## config.mk

```make
export PLATFORM = sky130hd
export DESIGN_NAME = fp_power_ctrl
export DESIGN_NICKNAME = d
export VERILOG_FILES = /design/src/core/fp_power_pkg.sv /design/src/core/button_filter.sv /design/src/core/fp_power_ctrl.sv
export SDC_FILE = /design/constraint.sdc
export NUM_CORES = 1
export LEC_CHECK = 0
export ABC_CLOCK_PERIOD_IN_PS = 5400
export BUFFER_PORTS_ARGS = -buffer_cell sky130_fd_sc_hd__buf_2
export CORE_MARGIN = 3
export CORE_UTILIZATION = 50
export DETAILED_ROUTE_END_ITERATION = 12
export PLACE_DENSITY = 0.69
export SYNTH_ARGS = -nofsm -noshare
export SYNTH_HDL_FRONTEND = slang
export SYNTH_SLANG_ARGS = --single-unit
```

## constraint.sdc

```tcl
create_clock -name pclk -period 5.4 [get_ports pclk]
set_clock_uncertainty 0.1 [all_clocks]
set_input_delay 1.08 -clock pclk [delete_from_list [all_inputs] [get_ports pclk]]
set_output_delay 1.08 -clock pclk [all_outputs]
set_load 0.1 [all_outputs]
```

## src/core/fp_power_pkg.sv

```systemverilog
/*
  Package for the front-panel power and secure-mode controller: register
  offsets, field positions, reset values, timing constants, state types.
  Assumes a 50 MHz APB clock and no other package.
*/
package fp_power_pkg;

  // ****************************************
  // Clock and timing
  // ****************************************
  localparam int unsigned CLK_HZ = 50_000_000; // Clock rate
  localparam int unsigned OVERRIDE_S = 4; // Override hold, seconds
  localparam int unsigned OVERRIDE_CYC = OVERRIDE_S * CLK_HZ; // Override hold, cycles
  localparam int unsigned DEBOUNCE_MS = 10; // Debounce time, ms
  localparam int unsigned DEBOUNCE_CYC = DEBOUNCE_MS * (CLK_HZ / 1000); // Debounce cycles
  localparam int unsigned PULSE_MS = 100; // Synthesized press width, ms
  localparam int unsigned PULSE_CYC = PULSE_MS * (CLK_HZ / 1000); // Press width, cycles
  localparam int unsigned CNT_W = 28; // Width of long counters

  // ****************************************
  // Register map (byte addresses)
  // ****************************************
  localparam logic [11:0] CTRL_ADDR = 12'h000; // Mode and option control
  localparam logic [11:0] SECURE_ADDR = 12'h004; // Secure-mode enables
  localparam logic [11:0] COMMAND_ADDR = 12'h008; // Management power commands
  localparam logic [11:0] STATUS_ADDR = 12'h00C; // Block state
  localparam logic [11:0] NOTIFY_ADDR = 12'h010; // Sleep-state notification

  // CTRL fields
  localparam int CTRL_ACPI = 0; // 1: ACPI mode, 0: legacy
  localparam int CTRL_TWO_BTN = 1; // 1: two-button model
  localparam int CTRL_FAN_OFF = 2; // Fans off in S1-S3
  localparam int CTRL_NOTIFY_EN = 3; // Sleep-state notification enable
  localparam int CTRL_LEG_WAKE = 4; // Legacy wake enable
  localparam logic [31:0] CTRL_RESET = 32'h0000_0000;

  // SECURE fields
  localparam int SEC_LOCK_EN = 0; // Front panel lockout enable
  localparam int SEC_VID_EN = 1; // Video blank enable
  localparam int SEC_FLOP_EN = 2; // Floppy write protect enable
  localparam int SEC_PWR_LOCK = 3; // Power button lockout enable
  localparam int SEC_RST_LOCK = 4; // Reset button lockout enable
  localparam int SEC_OVERRIDE = 5; // Secure mode override
  localparam logic [31:0] SECURE_RESET = 32'h0000_0000;

  // COMMAND fields (write one to act)
  localparam int CMD_POWER_ON = 0; // Immediate power on
  localparam int CMD_POWER_OFF = 1; // Immediate power off
  localparam int CMD_WAKE = 2; // Management wake, simulated press

  // STATUS fields
  localparam int ST_POWER = 0; // System power on
  localparam int ST_SECURE = 1; // Secure actions active
  localparam int ST_WDOG_RUN = 2; // Watchdog running
  localparam int ST_SLEEP_LO = 4; // Sleep state field low bit
  localparam int ST_SLEEP_W = 3; // Sleep state field width

  // NOTIFY fields
  localparam int NOTIFY_PEND = 0; // Notification pending, write one to clear
  localparam int NOTIFY_STATE_LO = 4; // State to send

  // ****************************************
  // Types
  // ****************************************
  typedef enum logic [2:0] {
    S0 = 3'h0, S1 = 3'h1, S2 = 3'h2, S3 = 3'h3, S4 = 3'h4, S5 = 3'h5
  } sleep_e;

  typedef enum {PRESS_IDLE, PRESS_HELD, PRESS_DONE} press_e;

  // Raw front-panel and wake pins
  typedef struct packed {
    logic power_btn; // Power push-button, active high
    logic sleep_btn; // Sleep push-button
    logic reset_btn; // Reset push-button
    logic ring_a; // Ring indicate, serial_port_a
    logic ring_b; // Ring indicate, serial_port_b
    logic secure_mode_request; // From keyboard controller
  } panel_in_s;

  // Secure-mode outputs
  typedef struct packed {
    logic video_blank; // Blank on-board video
    logic floppy_wp; // Write protect floppies
    logic lockout; // Lockout active
  } secure_out_s;

endpackage

```

## src/core/button_filter.sv

```systemverilog
/*
  Two-stage synchroniser and debouncer for one push-button, with a
  press-duration timer. Gives a one-cycle brief-press pulse on release and
  a one-cycle long-press pulse at the override threshold.
  Assumes one clock, pclk, and an asynchronous pin.
*/
`timescale 1ns/100ps
module button_filter (
  input wire logic pclk,
  input wire logic presetn,
  input wire logic pin,
  output logic pressed,
  output logic brief_press,
  output logic long_press
);

  // ****************************************
  // Synchroniser and debounce
  // ****************************************
  logic sync_a; // First stage, read by second only
  logic sync_b; // Second stage
  logic [fp_power_pkg::CNT_W-1:0] db_cnt; // Stable-time counter
  logic [fp_power_pkg::CNT_W-1:0] hold_cnt; // Press duration
  logic long_seen; // Override already fired this press
  wire db_done = (db_cnt == fp_power_pkg::CNT_W'(fp_power_pkg::DEBOUNCE_CYC));
  wire changed = (sync_b != pressed);
  wire hold_hit = (hold_cnt == fp_power_pkg::CNT_W'(fp_power_pkg::OVERRIDE_CYC));

  // Two flip-flops before any logic
  always_ff @(posedge pclk or negedge presetn) begin
    if (!presetn) begin
      sync_a <= 1'b0;
      sync_b <= 1'b0;
    end else begin
      sync_a <= pin;
      sync_b <= sync_a;
    end
  end

  // Accept a new level only after it stayed stable
  always_ff @(posedge pclk or negedge presetn) begin
    if (!presetn) begin
      db_cnt <= '0;
      pressed <= 1'b0;
    end else if (!changed) begin
      db_cnt <= '0;
    end else if (db_done) begin
      db_cnt <= '0;
      pressed <= sync_b;
    end else begin
      db_cnt <= db_cnt + 1'b1;
    end
  end

  // ****************************************
  // Press duration
  // ****************************************
  // Count hold time; brief press on early release, long press at threshold
  always_ff @(posedge pclk or negedge presetn) begin
    if (!presetn) begin
      hold_cnt <= '0;
      long_seen <= 1'b0;
      brief_press <= 1'b0;
      long_press <= 1'b0;
    end else begin
      brief_press <= 1'b0;
      long_press <= 1'b0;
      if (pressed) begin
        if (!hold_hit) begin
          hold_cnt <= hold_cnt + 1'b1;
        end else if (!long_seen) begin
          long_seen <= 1'b1;
          long_press <= 1'b1;
        end
      end else begin
        // Released: brief only when threshold not reached
        if (hold_cnt != '0 && !long_seen) begin
          brief_press <= 1'b1;
        end
        hold_cnt <= '0;
        long_seen <= 1'b0;
      end
    end
  end

endmodule // button_filter

```

## src/core/fp_power_ctrl.sv

```systemverilog
/*
  Front-panel power control and secure-mode logic with an APB register
  slave. Filters buttons, runs legacy or ACPI power flow, synthesizes
  button presses to the chipset, gates wakes, stops the watchdog in
  sleep, drives fan and secure outputs, flags sleep-state notifications.
  Assumes 50 MHz pclk, chipset and keyboard-controller signals asynchronous.
*/
// Implementation choices: register access over APB and the address map.
// Summary of operation
// - Legacy mode ignores sleep button presses.
// - Legacy power press toggles power directly.
// - Legacy power press, on or off, refused under front-panel lockout with power button lockout enabled.
// - ACPI: gate real presses, synthesize presses.
// - Intercept chipset requests; RTC alarm powers up.
// - Watchdog and commands change power immediately.
// - One-button brief press running means sleep.
// - Over four seconds held forces power override.
// - Two-button: power on/off, sleep button sleeps/wakes.
// - Halt watchdog in sleep; software restarts.
// - Optional fans off in S1 to S3.
// - Flag notification on sleep state change.
// - Ring indicate wakes S1, S4, S5 or legacy.
// - Management wake is a simulated power press.
// - Legacy wake disabled out of reset.
// - Separate enables for lockout, blank, protect, buttons.
// - Override activates secure actions regardless of request.
// - Locked buttons do nothing; freed on deassert.
// - Blank and protect follow secure mode.
`timescale 1ns/100ps
module fp_power_ctrl (
  input wire logic pclk,
  input wire logic presetn,
  // APB slave
  input wire logic psel,
  input wire logic penable,
  input wire logic pwrite,
  input wire logic [11:0] paddr,
  input wire logic [31:0] pwdata,
  output logic [31:0] prdata,
  output logic pready,
  output logic pslverr,
  // Front panel and wake pins
  input wire fp_power_pkg::panel_in_s panel,
  // Chipset side
  input wire logic [2:0] chipset_sleep_state,
  input wire logic chipset_power_up_req,
  input wire logic chipset_power_down_req,
  input wire logic rtc_alarm,
  output logic chipset_power_btn,
  output logic chipset_sleep_btn,
  output logic chipset_reset_btn,
  output logic power_enable,
  // Watchdog and management events, same clock
  input wire logic watchdog_power_off,
  input wire logic emergency_management_port_wake,
  input wire logic watchdog_restart,
  output logic watchdog_run,
  output logic fans_on,
  output fp_power_pkg::secure_out_s secure_out,
  output logic notify_req
);

  // ****************************************
  // Registers
  // ****************************************
  logic [31:0] ctrl; // Mode and options
  logic [31:0] secure; // Secure enables
  logic [fp_power_pkg::ST_SLEEP_W-1:0] sleep_state; // Last seen sleep state
  logic notify_pend; // Sleep change awaiting notification
  logic power_on; // System power state

  // Field decode
  wire acpi_mode = ctrl[fp_power_pkg::CTRL_ACPI];
  wire two_btn = ctrl[fp_power_pkg::CTRL_TWO_BTN];
  wire fan_off_en = ctrl[fp_power_pkg::CTRL_FAN_OFF];
  wire notify_en = ctrl[fp_power_pkg::CTRL_NOTIFY_EN];
  wire legacy_wake = ctrl[fp_power_pkg::CTRL_LEG_WAKE];

  // ****************************************
  // Synchronisers for asynchronous inputs
  // ****************************************
  localparam int NSYNC = 8; // Level inputs crossing in
  logic [NSYNC-1:0] s1; // First stage
  logic [NSYNC-1:0] s2; // Second stage
  wire [NSYNC-1:0] async_in = {chipset_sleep_state, chipset_power_up_req,
    chipset_power_down_req, rtc_alarm, panel.ring_a | panel.ring_b,
    panel.secure_mode_request};

  genvar gi;
  generate
    for (gi = 0; gi < NSYNC; gi++) begin : g_sync
      // Two flip-flops per level
      always_ff @(posedge pclk or negedge presetn) begin
        if (!presetn) begin
          s1[gi] <= 1'b0;
          s2[gi] <= 1'b0;
        end else begin
          s1[gi] <= async_in[gi];
          s2[gi] <= s1[gi];
        end
      end
    end
  endgenerate

  wire [2:0] cs_state = s2[7:5];
  wire cs_up = s2[4];
  wire cs_down = s2[3];
  wire rtc_sync = s2[2];
  wire ring_sync = s2[1];
  wire sec_req = s2[0];
  logic ring_d; // Ring edge detect
  logic cs_up_d; // Power-up request edge detect
  logic cs_down_d; // Power-down request edge detect
  logic rtc_d; // Alarm edge detect

  // ****************************************
  // Buttons
  // ****************************************
  logic pwr_held, pwr_brief, pwr_long;
  logic slp_held, slp_brief;
  logic rst_held;

  button_filter u_pwr (
    .pclk(pclk), .presetn(presetn), .pin(panel.power_btn),
    .pressed(pwr_held), .brief_press(pwr_brief), .long_press(pwr_long)
  );
  button_filter u_slp (
    .pclk(pclk), .presetn(presetn), .pin(panel.sleep_btn),
    .pressed(slp_held), .brief_press(slp_brief), .long_press()
  );
  button_filter u_rst (
    .pclk(pclk), .presetn(presetn), .pin(panel.reset_btn),
    .pressed(rst_held), .brief_press(), .long_press()
  );

  // ****************************************
  // Secure mode
  // ****************************************
  wire secure_active = sec_req | secure[fp_power_pkg::SEC_OVERRIDE];
  wire lock_on = secure_active & secure[fp_power_pkg::SEC_LOCK_EN];
  wire pwr_locked = lock_on & secure[fp_power_pkg::SEC_PWR_LOCK];
  wire rst_locked = lock_on & secure[fp_power_pkg::SEC_RST_LOCK];

  // ****************************************
  // Power decisions
  // ****************************************
  function automatic logic is_sleep(input logic [2:0] st);
    is_sleep = (st != 3'(fp_power_pkg::S0));
  endfunction

  function automatic logic ring_wakes(input logic [2:0] st);
    ring_wakes = (st == 3'(fp_power_pkg::S1)) || (st == 3'(fp_power_pkg::S4))
      || (st == 3'(fp_power_pkg::S5));
  endfunction

  wire sleeping = power_on & is_sleep(sleep_state);
  wire ring_edge = ring_sync & ~ring_d;
  wire ring_wake = ring_edge & (acpi_mode ? ring_wakes(sleep_state)
    : legacy_wake);
  wire asleep_or_off = sleeping | ~power_on;

  // APB access decode
  wire apb_wr = psel & penable & pwrite;
  wire cmd_wr = apb_wr & (paddr == fp_power_pkg::COMMAND_ADDR);
  wire cmd_on = cmd_wr & pwdata[fp_power_pkg::CMD_POWER_ON];
  wire cmd_off = cmd_wr & pwdata[fp_power_pkg::CMD_POWER_OFF];
  wire cmd_wake = cmd_wr & pwdata[fp_power_pkg::CMD_WAKE];

  // Management wake becomes a synthesized power press
  wire mgmt_wake = (cmd_wake | emergency_management_port_wake | ring_wake)
    & asleep_or_off;
  wire rtc_up = (rtc_sync & ~rtc_d) & ~power_on;
  wire cs_up_edge = cs_up & ~cs_up_d;
  wire cs_down_edge = cs_down & ~cs_down_d;

  // Legacy: power press toggles power, on and off refused under power button lockout
  wire leg_press = ~acpi_mode & pwr_brief & ~pwr_locked;
  wire leg_on = leg_press & ~power_on;
  wire leg_off = leg_press & power_on;

  // Forced override from held power button, both modes
  wire force_off = pwr_long & power_on & ~pwr_locked;

  wire next_power_on_set = cmd_on | leg_on | rtc_up | (acpi_mode & cs_up_edge)
    | (mgmt_wake & ~power_on);
  wire next_power_on_clr = cmd_off | watchdog_power_off | force_off | leg_off
    | (acpi_mode & cs_down_edge);

  // Power state; immediate commands take priority over button flow
  always_ff @(posedge pclk or negedge presetn) begin
    if (!presetn) begin
      power_on <= 1'b0;
    end else if (cmd_off | watchdog_power_off) begin
      power_on <= 1'b0;
    end else if (cmd_on) begin
      power_on <= 1'b1;
    end else if (next_power_on_clr) begin
      power_on <= 1'b0;
    end else if (next_power_on_set) begin
      power_on <= 1'b1;
    end
  end

  // ****************************************
  // Synthesized chipset presses (sleep in ACPI only, power in both modes)
  // ****************************************
  logic [fp_power_pkg::CNT_W-1:0] pulse_cnt; // Synthesized press timer
  logic synth_pwr; // Synthesized power press
  logic synth_slp; // Synthesized sleep press
  // One-button: brief press asks for sleep while running
  wire one_sleep = ~two_btn & pwr_brief & power_on & ~sleeping;
  wire two_sleep = two_btn & slp_brief;
  wire want_slp = acpi_mode & (one_sleep | two_sleep) & ~pwr_locked;
  wire want_pwr = mgmt_wake;
  wire pulse_done = (pulse_cnt == fp_power_pkg::CNT_W'(fp_power_pkg::PULSE_CYC));

  // Hold a synthesized press for its width
  always_ff @(posedge pclk or negedge presetn) begin
    if (!presetn) begin
      pulse_cnt <= '0;
      synth_pwr <= 1'b0;
      synth_slp <= 1'b0;
    end else if (synth_pwr | synth_slp) begin
      pulse_cnt <= pulse_cnt + 1'b1;
      if (pulse_done) begin
        synth_pwr <= 1'b0;
        synth_slp <= 1'b0;
        pulse_cnt <= '0;
      end
    end else begin
      synth_pwr <= want_pwr;
      synth_slp <= want_slp & ~want_pwr;
    end
  end

  // Real presses pass only in ACPI mode; real power presses also only when not locked out, sleep presses ignore lockout
  wire real_pwr = acpi_mode & pwr_held & ~pwr_locked & (two_btn | pwr_long
    | ~power_on);
  wire real_slp = acpi_mode & two_btn & slp_held & sleeping;

  // Chipset-facing outputs from flip-flops
  always_ff @(posedge pclk or negedge presetn) begin
    if (!presetn) begin
      chipset_power_btn <= 1'b0;
      chipset_sleep_btn <= 1'b0;
      chipset_reset_btn <= 1'b0;
      power_enable <= 1'b0;
      fans_on <= 1'b0;
      secure_out <= '0;
    end else begin
      chipset_power_btn <= synth_pwr | real_pwr;
      chipset_sleep_btn <= synth_slp | real_slp;
      chipset_reset_btn <= rst_held & ~rst_locked;
      power_enable <= power_on;
      // Fans off in S1-S3 only when option set
      fans_on <= power_on & ~(fan_off_en & (sleep_state != 3'(fp_power_pkg::S0))
        & (sleep_state <= 3'(fp_power_pkg::S3)));
      secure_out.video_blank <= secure_active & secure[fp_power_pkg::SEC_VID_EN];
      secure_out.floppy_wp <= secure_active & secure[fp_power_pkg::SEC_FLOP_EN];
      secure_out.lockout <= lock_on;
    end
  end

  // ****************************************
  // Sleep tracking, watchdog, notification
  // ****************************************
  wire state_change = (cs_state != sleep_state);
  wire enter_sleep = state_change & is_sleep(cs_state);
  wire notify_clr = apb_wr & (paddr == fp_power_pkg::NOTIFY_ADDR)
    & pwdata[fp_power_pkg::NOTIFY_PEND];

  // Edge history, sleep state, watchdog run, notification flag
  always_ff @(posedge pclk or negedge presetn) begin
    if (!presetn) begin
      ring_d <= 1'b0;
      cs_up_d <= 1'b0;
      cs_down_d <= 1'b0;
      rtc_d <= 1'b0;
      sleep_state <= '0;
      watchdog_run <= 1'b0;
      notify_pend <= 1'b0;
    end else begin
      ring_d <= ring_sync;
      cs_up_d <= cs_up;
      cs_down_d <= cs_down;
      rtc_d <= rtc_sync;
      sleep_state <= cs_state;
      // Stop on sleep entry; only software restarts
      if (enter_sleep) begin
        watchdog_run <= 1'b0;
      end else if (watchdog_restart) begin
        watchdog_run <= 1'b1;
      end
      // Set wins over clear
      if (state_change & notify_en) begin
        notify_pend <= 1'b1;
      end else if (notify_clr) begin
        notify_pend <= 1'b0;
      end
    end
  end

  assign notify_req = notify_pend;

  // ****************************************
  // APB register access
  // ****************************************
  wire sel_ctrl = (paddr == fp_power_pkg::CTRL_ADDR);
  wire sel_secure = (paddr == fp_power_pkg::SECURE_ADDR);
  wire sel_status = (paddr == fp_power_pkg::STATUS_ADDR);
  wire sel_notify = (paddr == fp_power_pkg::NOTIFY_ADDR);
  wire mapped = sel_ctrl | sel_secure | sel_status | sel_notify
    | (paddr == fp_power_pkg::COMMAND_ADDR);
  wire [31:0] status_word = {25'h0, sleep_state, 1'b0, watchdog_run,
    secure_active, power_on};
  wire [31:0] notify_word = {25'h0, sleep_state, 3'h0, notify_pend};
  wire [31:0] rd_mux = sel_ctrl ? ctrl : sel_secure ? secure
    : sel_status ? status_word : sel_notify ? notify_word : 32'h0000_0000;

  assign pready = 1'b1; // Zero wait states
  assign pslverr = psel & penable & ~mapped;

  // Writes and read data capture
  always_ff @(posedge pclk or negedge presetn) begin
    if (!presetn) begin
      ctrl <= fp_power_pkg::CTRL_RESET;
      secure <= fp_power_pkg::SECURE_RESET;
      prdata <= 32'h0000_0000;
    end else begin
      if (apb_wr & sel_ctrl) begin
        ctrl <= pwdata & 32'h0000_001F;
      end
      if (apb_wr & sel_secure) begin
        secure <= pwdata & 32'h0000_003F;
      end
      if (psel & ~penable & ~pwrite) begin
        prdata <= rd_mux;
      end
    end
  end

endmodule // fp_power_ctrl

```

# == Yosys cells after proc, flatten, opt, wreduce, memory -nomap -nowiden ==
# Cells that the tools add are included.
# op_classes
add_sub_neg,6
n_lt_le_gt_ge,1
n_eq_ne,22
n_mux,38
n_bitwise,92
reduce_logical,17
# ops
cell,count
2-to-1 mux 28 bit,11
"adder 28 x 1 -> 28 bit, second input constant",6
"equality test 28 x 19 -> 1 bit, second input constant",3
"equality test 28 bit, second input constant",2
nonzero test 28 bit,2
AND 1 bit,54
"equality test 28 x 23 -> 1 bit, second input constant",1
2-to-1 mux 7 bit,4
"equality test 12 x 4 -> 1 bit, second input constant",2
2-to-1 mux 1 bit,23
bitwise OR 1 bit,23
NOT 1 bit,15
"equality test 12 x 3 -> 1 bit, second input constant",1
"equality test 12 x 5 -> 1 bit, second input constant",1
logical NOT 12 bit,1
"!= test 2 bit, second input constant",5
"equality test 3 bit, second input constant",2
AND reduction 2 bit,3
nonzero test 3 bit,2
nonzero test 2 bit,2
nonzero test 4 bit,1
"equality test 3 x 1 -> 1 bit, second input constant",1
"<= comparator 3 x 2 -> 1 bit, second input constant",1
!= test 1 bit,3
4 further kinds,7
# totals
regBits,261
inputBits,64
output_inout_bits,44
wordCells,233

# == Longest topological paths before layout ==
# logic_depth
ltp_word,14
depth_mapped,9
depth_no_buf,7

# == Modules after synthesis ==
# From an unflattened synthesis, not the netlist that was laid out.
# unflattened
cells_unflattened,1429
area_unflattened_um2,13892.1
# modules_own_cells
module,instances,cells_each,area_per_inst_um2
button_filter,3,357,3330.7
fp_power_ctrl,1,358,3900.0

# == Worst setup path after synthesis ==
# No wires, ideal clock.
# synth_timing
path_type,input to output
start,input port paddr[2]
end,output port pslverr
arrival_ns,3.087
required_ns,4.220
slack_ns,1.133
stages,3
path_buffers,1
path_cell_list,buf_1 o21ai_0 a21oi_1
# synth_between
elab_chain_len,7
elab_cells_between_ends,11
cone_classes,eq/ne (4); bitwise (6); reduce/logical (1)
# synth_lines
item,line,text
"start, declared",fp_power_ctrl.sv:37,"input wire logic [11:0] paddr,"
equality test 12 x 3 -> 1 bit or logical NOT 12 bit (tied branches),"fp_power_ctrl.sv:309, fp_power_ctrl.sv:308",
bitwise OR 1 bit (3 in series),fp_power_ctrl.sv:312,wire mapped = sel_ctrl | sel_secure | sel_status | sel_notify
bitwise OR 1 bit (*),fp_power_ctrl.sv:313,| (paddr == fp_power_pkg::COMMAND_ADDR);
NOT 1 bit (*),fp_power_ctrl.sv:321,assign pslverr = psel & penable & ~mapped;
AND 1 bit (*),fp_power_ctrl.sv:321,
"end, declared",fp_power_ctrl.sv:41,"output logic pslverr,"
# Every way passes the cells marked *; elsewhere a longest branch is shown, timed or not.

# == Worst setup path in the final report ==
# layout_timing
start,input port paddr[10]
end,output port pslverr
# The elaborated chain is that of the path after synthesis.

==> key figures <==
Status
  – Status: complete, no violations

GRT
  – Vias in the first global route: 7,692
  – Total Routing Usage GR: 0.1786
  – Number of antenna violations at the first check in global routing: 0
  – Total overflow reported by the global router: 0
  – First-pass GRT wire length: 37,430 µm
  – Largest net degree at the start of global routing: 126

Placement
  – GP Congestion: 0.8150
  – Placed inst area: 0.01183 mm²
  – Count of input and output buffers: 55
  – Placed Cells incl. Taps: 1,423
  – Placement-stage worst setup slack: 2059 ps
  – Final HPWL from detailed placement: 14,220 µm

Detailed routing
  – Antenna-violating nets left: 0
  – Number of violations reported at the end of detailed-routing iteration 0: 508
  – Vias post-DR: 7,920
  – DR pass1 iterations: 4
  – Routed wire length per instance: 14.60 µm
  – Detailed Route WL: 21,430 µm
  – Via-per-instance ratio: 5.395
  – Final routed DRC violation total: 0

Synthesis
  – Flip-flop and latch count after synthesis: 236
  – Mapped Cells: 1,122
  – Most used flip-flop cell after synthesis: dfrtp_1
  – Library cells used by synthesis: 67
  – Number of warnings reported in the yosys synthesis log: 0
  – Post-Syn Area per Cell: 10.19 µm²
  – Number of enable-type register cells in the synthesized netlist: 0
  – Ys async rst share: 1.000
  – Mapped cell area: 0.01144 mm²
  – Fraction of the yosys area taken by sequential cells: 0.5164

Setup path
  – Type of destination of the critical path: output port
  – Launch instance of the worst register-to-register path: u_rst.db_cnt[0]
  – Req. time, crit path: 4220 ps
  – Worst setup path class: input pin to output port
  – Minimum setup slack among reg-to-reg paths: 2640 ps
  – Startpoint kind of the worst setup timing path: input pin
  – Largest fanout on the critical path: 5
  – Critical Path Start: paddr[10]
  – Terminus of the critical flop-to-flop path: u_rst.db_cnt[24]
  – Reg2reg path depth: 6
  – Destination of the critical timing path: pslverr
  – CP arrival: 2160 ps

Pwr
  – Post-layout power: 3.618 mW
  – Fraction of power spent switching nets: 0.2446
  – Power dissipated by switching net loads: 0.8852 mW
  – Peak VDD IR: 186.8 µV
  – Share of power burned in registers: 0.498
  – Clock share of power: 0.447
  – Logic gate share of total power: 0.054
  – Internal power: 2.733 mW
  – Leakage power of the design: 5.421 nW
  – Power per unit of standard cell area: 286.7 mW/mm²

CTS
  – Number of sinks on the clock net: 236
  – Number of setup buffers added after CTS: 0
  – Post-cts repair resize count: 0
  – Clock latency on the worst-skew pair: 510 ps
  – Hold bufs inserted after CTS: 0
  – Buffer cell driving the clock tree root: clkbuf_16
  – CTS max path bufs: 3
  – Maximum level of the CTS H-tree: 1
  – Clock-pin transition on the worst setup and hold timing paths: 60 ps
  – Number of clock buffers inserted by TritonCTS: 25
  – CTS tree: built

Floorplan
  – Die area: 0.02472 mm²
  – Boundary Pins: 108
  – Initial Utilization: 0.5161
  – Area of the core region: 0.02216 mm²
  – Die extent in x: 157.2 µm
  – Die height: 157.2 µm
  – Std cell rows: 54

STA
  – Number of max-slew violations in the final report: 0
  – Part of the cycle the worst path needs: 0.6182
  – Least-Margin Pin Slew: 1056 ps
  – Minimum setup slack in the final design: 2062 ps
  – Rel. slew slack: 0.2959
  – Max Fclk: 0.2995 GHz
  – Count of final hold-check violations: 0
  – Minimum clock period: 3338 ps
  – Setup repair after global routing missed its margin: no
  – Total Neg Setup Slack: 0 ps
  – Final setup vio count: 0

Finish
  – Number of nets in the final layout: 1,246
  – Growth of design area from synthesis to finish: 10.34%
  – Fillcell total: 1,900
  – Count of non-filler cells in the finished layout: 1,468
  – Layout cells sized above 1: 0.1128
  – Area of all placed cells without fillers: 0.01262 mm²
  – Final antenna diode count: 0

Min path
  – Type of the worst min-delay path: register to register

Run
  – Max-cap violations: 0
cell type report:
type,instances,area [µm²],area share
Clock inverter,12,90.09,0.007139
Timing Repair Buffer,57,312.8,0.02479
Tap cell,280,350.3,0.02776
Sequential cell,236,5906,0.4680
Inverter,32,120.1,0.009518
Multi-Input combinational cell,818,5145,0.4077
Clock buffer,33,695.7,0.05513
Yosys cell counts (7+ instances only):
cell      instances  share of area
dfrtp_1         236           0.52
nor2_1          150          0.049
xor2_1           78          0.060
nand3_1          76          0.033
xnor2_1          76          0.058
nand2_1          71          0.023
nand4_1          57          0.031
nor3_1           38          0.017
inv_1            32          0.011
nor4_1           27          0.015
buf_4            26          0.017
and2_1           25          0.014
clkbuf_1         21         0.0069
and3_1           19          0.010
and4_1           17          0.013
o21ai_0          17         0.0074
mux2_2           13          0.013
nor4b_1          13          0.010
ha_1             12          0.013
buf_2             8         0.0035
mux2i_1           8         0.0070
a21oi_1           7         0.0031
critical path: stages:
cell,delay (ps)
buf_2,100
nor4_2,320
and3_2,290
a21oi_1,70
buf_2,290
power by group through the flow:
stage | clock network [mW] | registers, mW | logic (mW)
floorplan | 0 | 1.84 | 0.141
global placement | 0 | 1.84 | 0.197
CTS | 1.67 | 1.80 | 0.199
global route | 1.74 | 1.80 | 0.215
finish | 1.62 | 1.80 | 0.196
detailed placement | 0 | 1.84 | 0.199
stage by stage:
step                  util  hold slack (ps)
finish              0.5694            247.2
global route        0.5694            253.2
CTS                 0.5694            247.4
detailed placement  0.5340            235.5
global placement    0.5340            231.6
floorplan                -            231.2
state kept, by name, summed over array words and instances (netlist names), 3 cells and up:
signal,cells
cs_state,3
ctrl,5
prdata,7
pulse_cnt,28
s1,8
secure,6
secure_out,3
sleep_state,3
u_pwr.db_cnt,28
u_pwr.hold_cnt,28
u_rst.db_cnt,28
u_slp.db_cnt,28
u_slp.hold_cnt,28
cell usage in the layout, fill, tap and decap left out, types with 19 or more instances in the layout:
cell       count
nand2_1       71
conb_1        26
xnor2_1       76
nand3_1       76
nor2_1       150
and3_1        19
clkbuf_16     25
inv_1         32
nand4_1       57
nor4_1        27
dfrtp_1      236
and2_1        25
buf_2         54
nor3_1        38
xor2_1        78
layer usage:
layer | wire (µm) | global-route usage
met3 | 574 | 0.02420
met2 | 9754 | 0.2794
met5 | 0 | 0
met1 | 10690 | 0.2684
met4 | 407 | 0.03719
cells by family (layout without fill, tap and decap cells):
kind of cell	after synthesis	after routing	synth area share
fa+ha+maj	12	12	0.01313
xor+xnor	154	154	0.1179
flops	236	236	0.5164
mux	21	21	0.01980
other cells	2	26	0.0006566
buf+inv	92	134	0.04168
compound gates	59	59	0.03446
simple gates	546	546	0.2560
how the worst min path moves through the flow:
stage / start / slack, ps / cells past startpoint / end
2_1_floorplan: s1[3] / 230 / 0 / cs_down
3_3_place_gp: u_pwr.sync_a / 230 / 0 / u_pwr.sync_b
3_5_place_dp: s1[0] / 240 / 0 / sec_req
4_1_cts: s1[4] / 250 / 0 / cs_up
5_1_grt: s1[4] / 250 / 0 / cs_up
6_report: s1[4] / 250 / 0 / cs_up
Note: power is estimated with default switching activity, not from simulation.
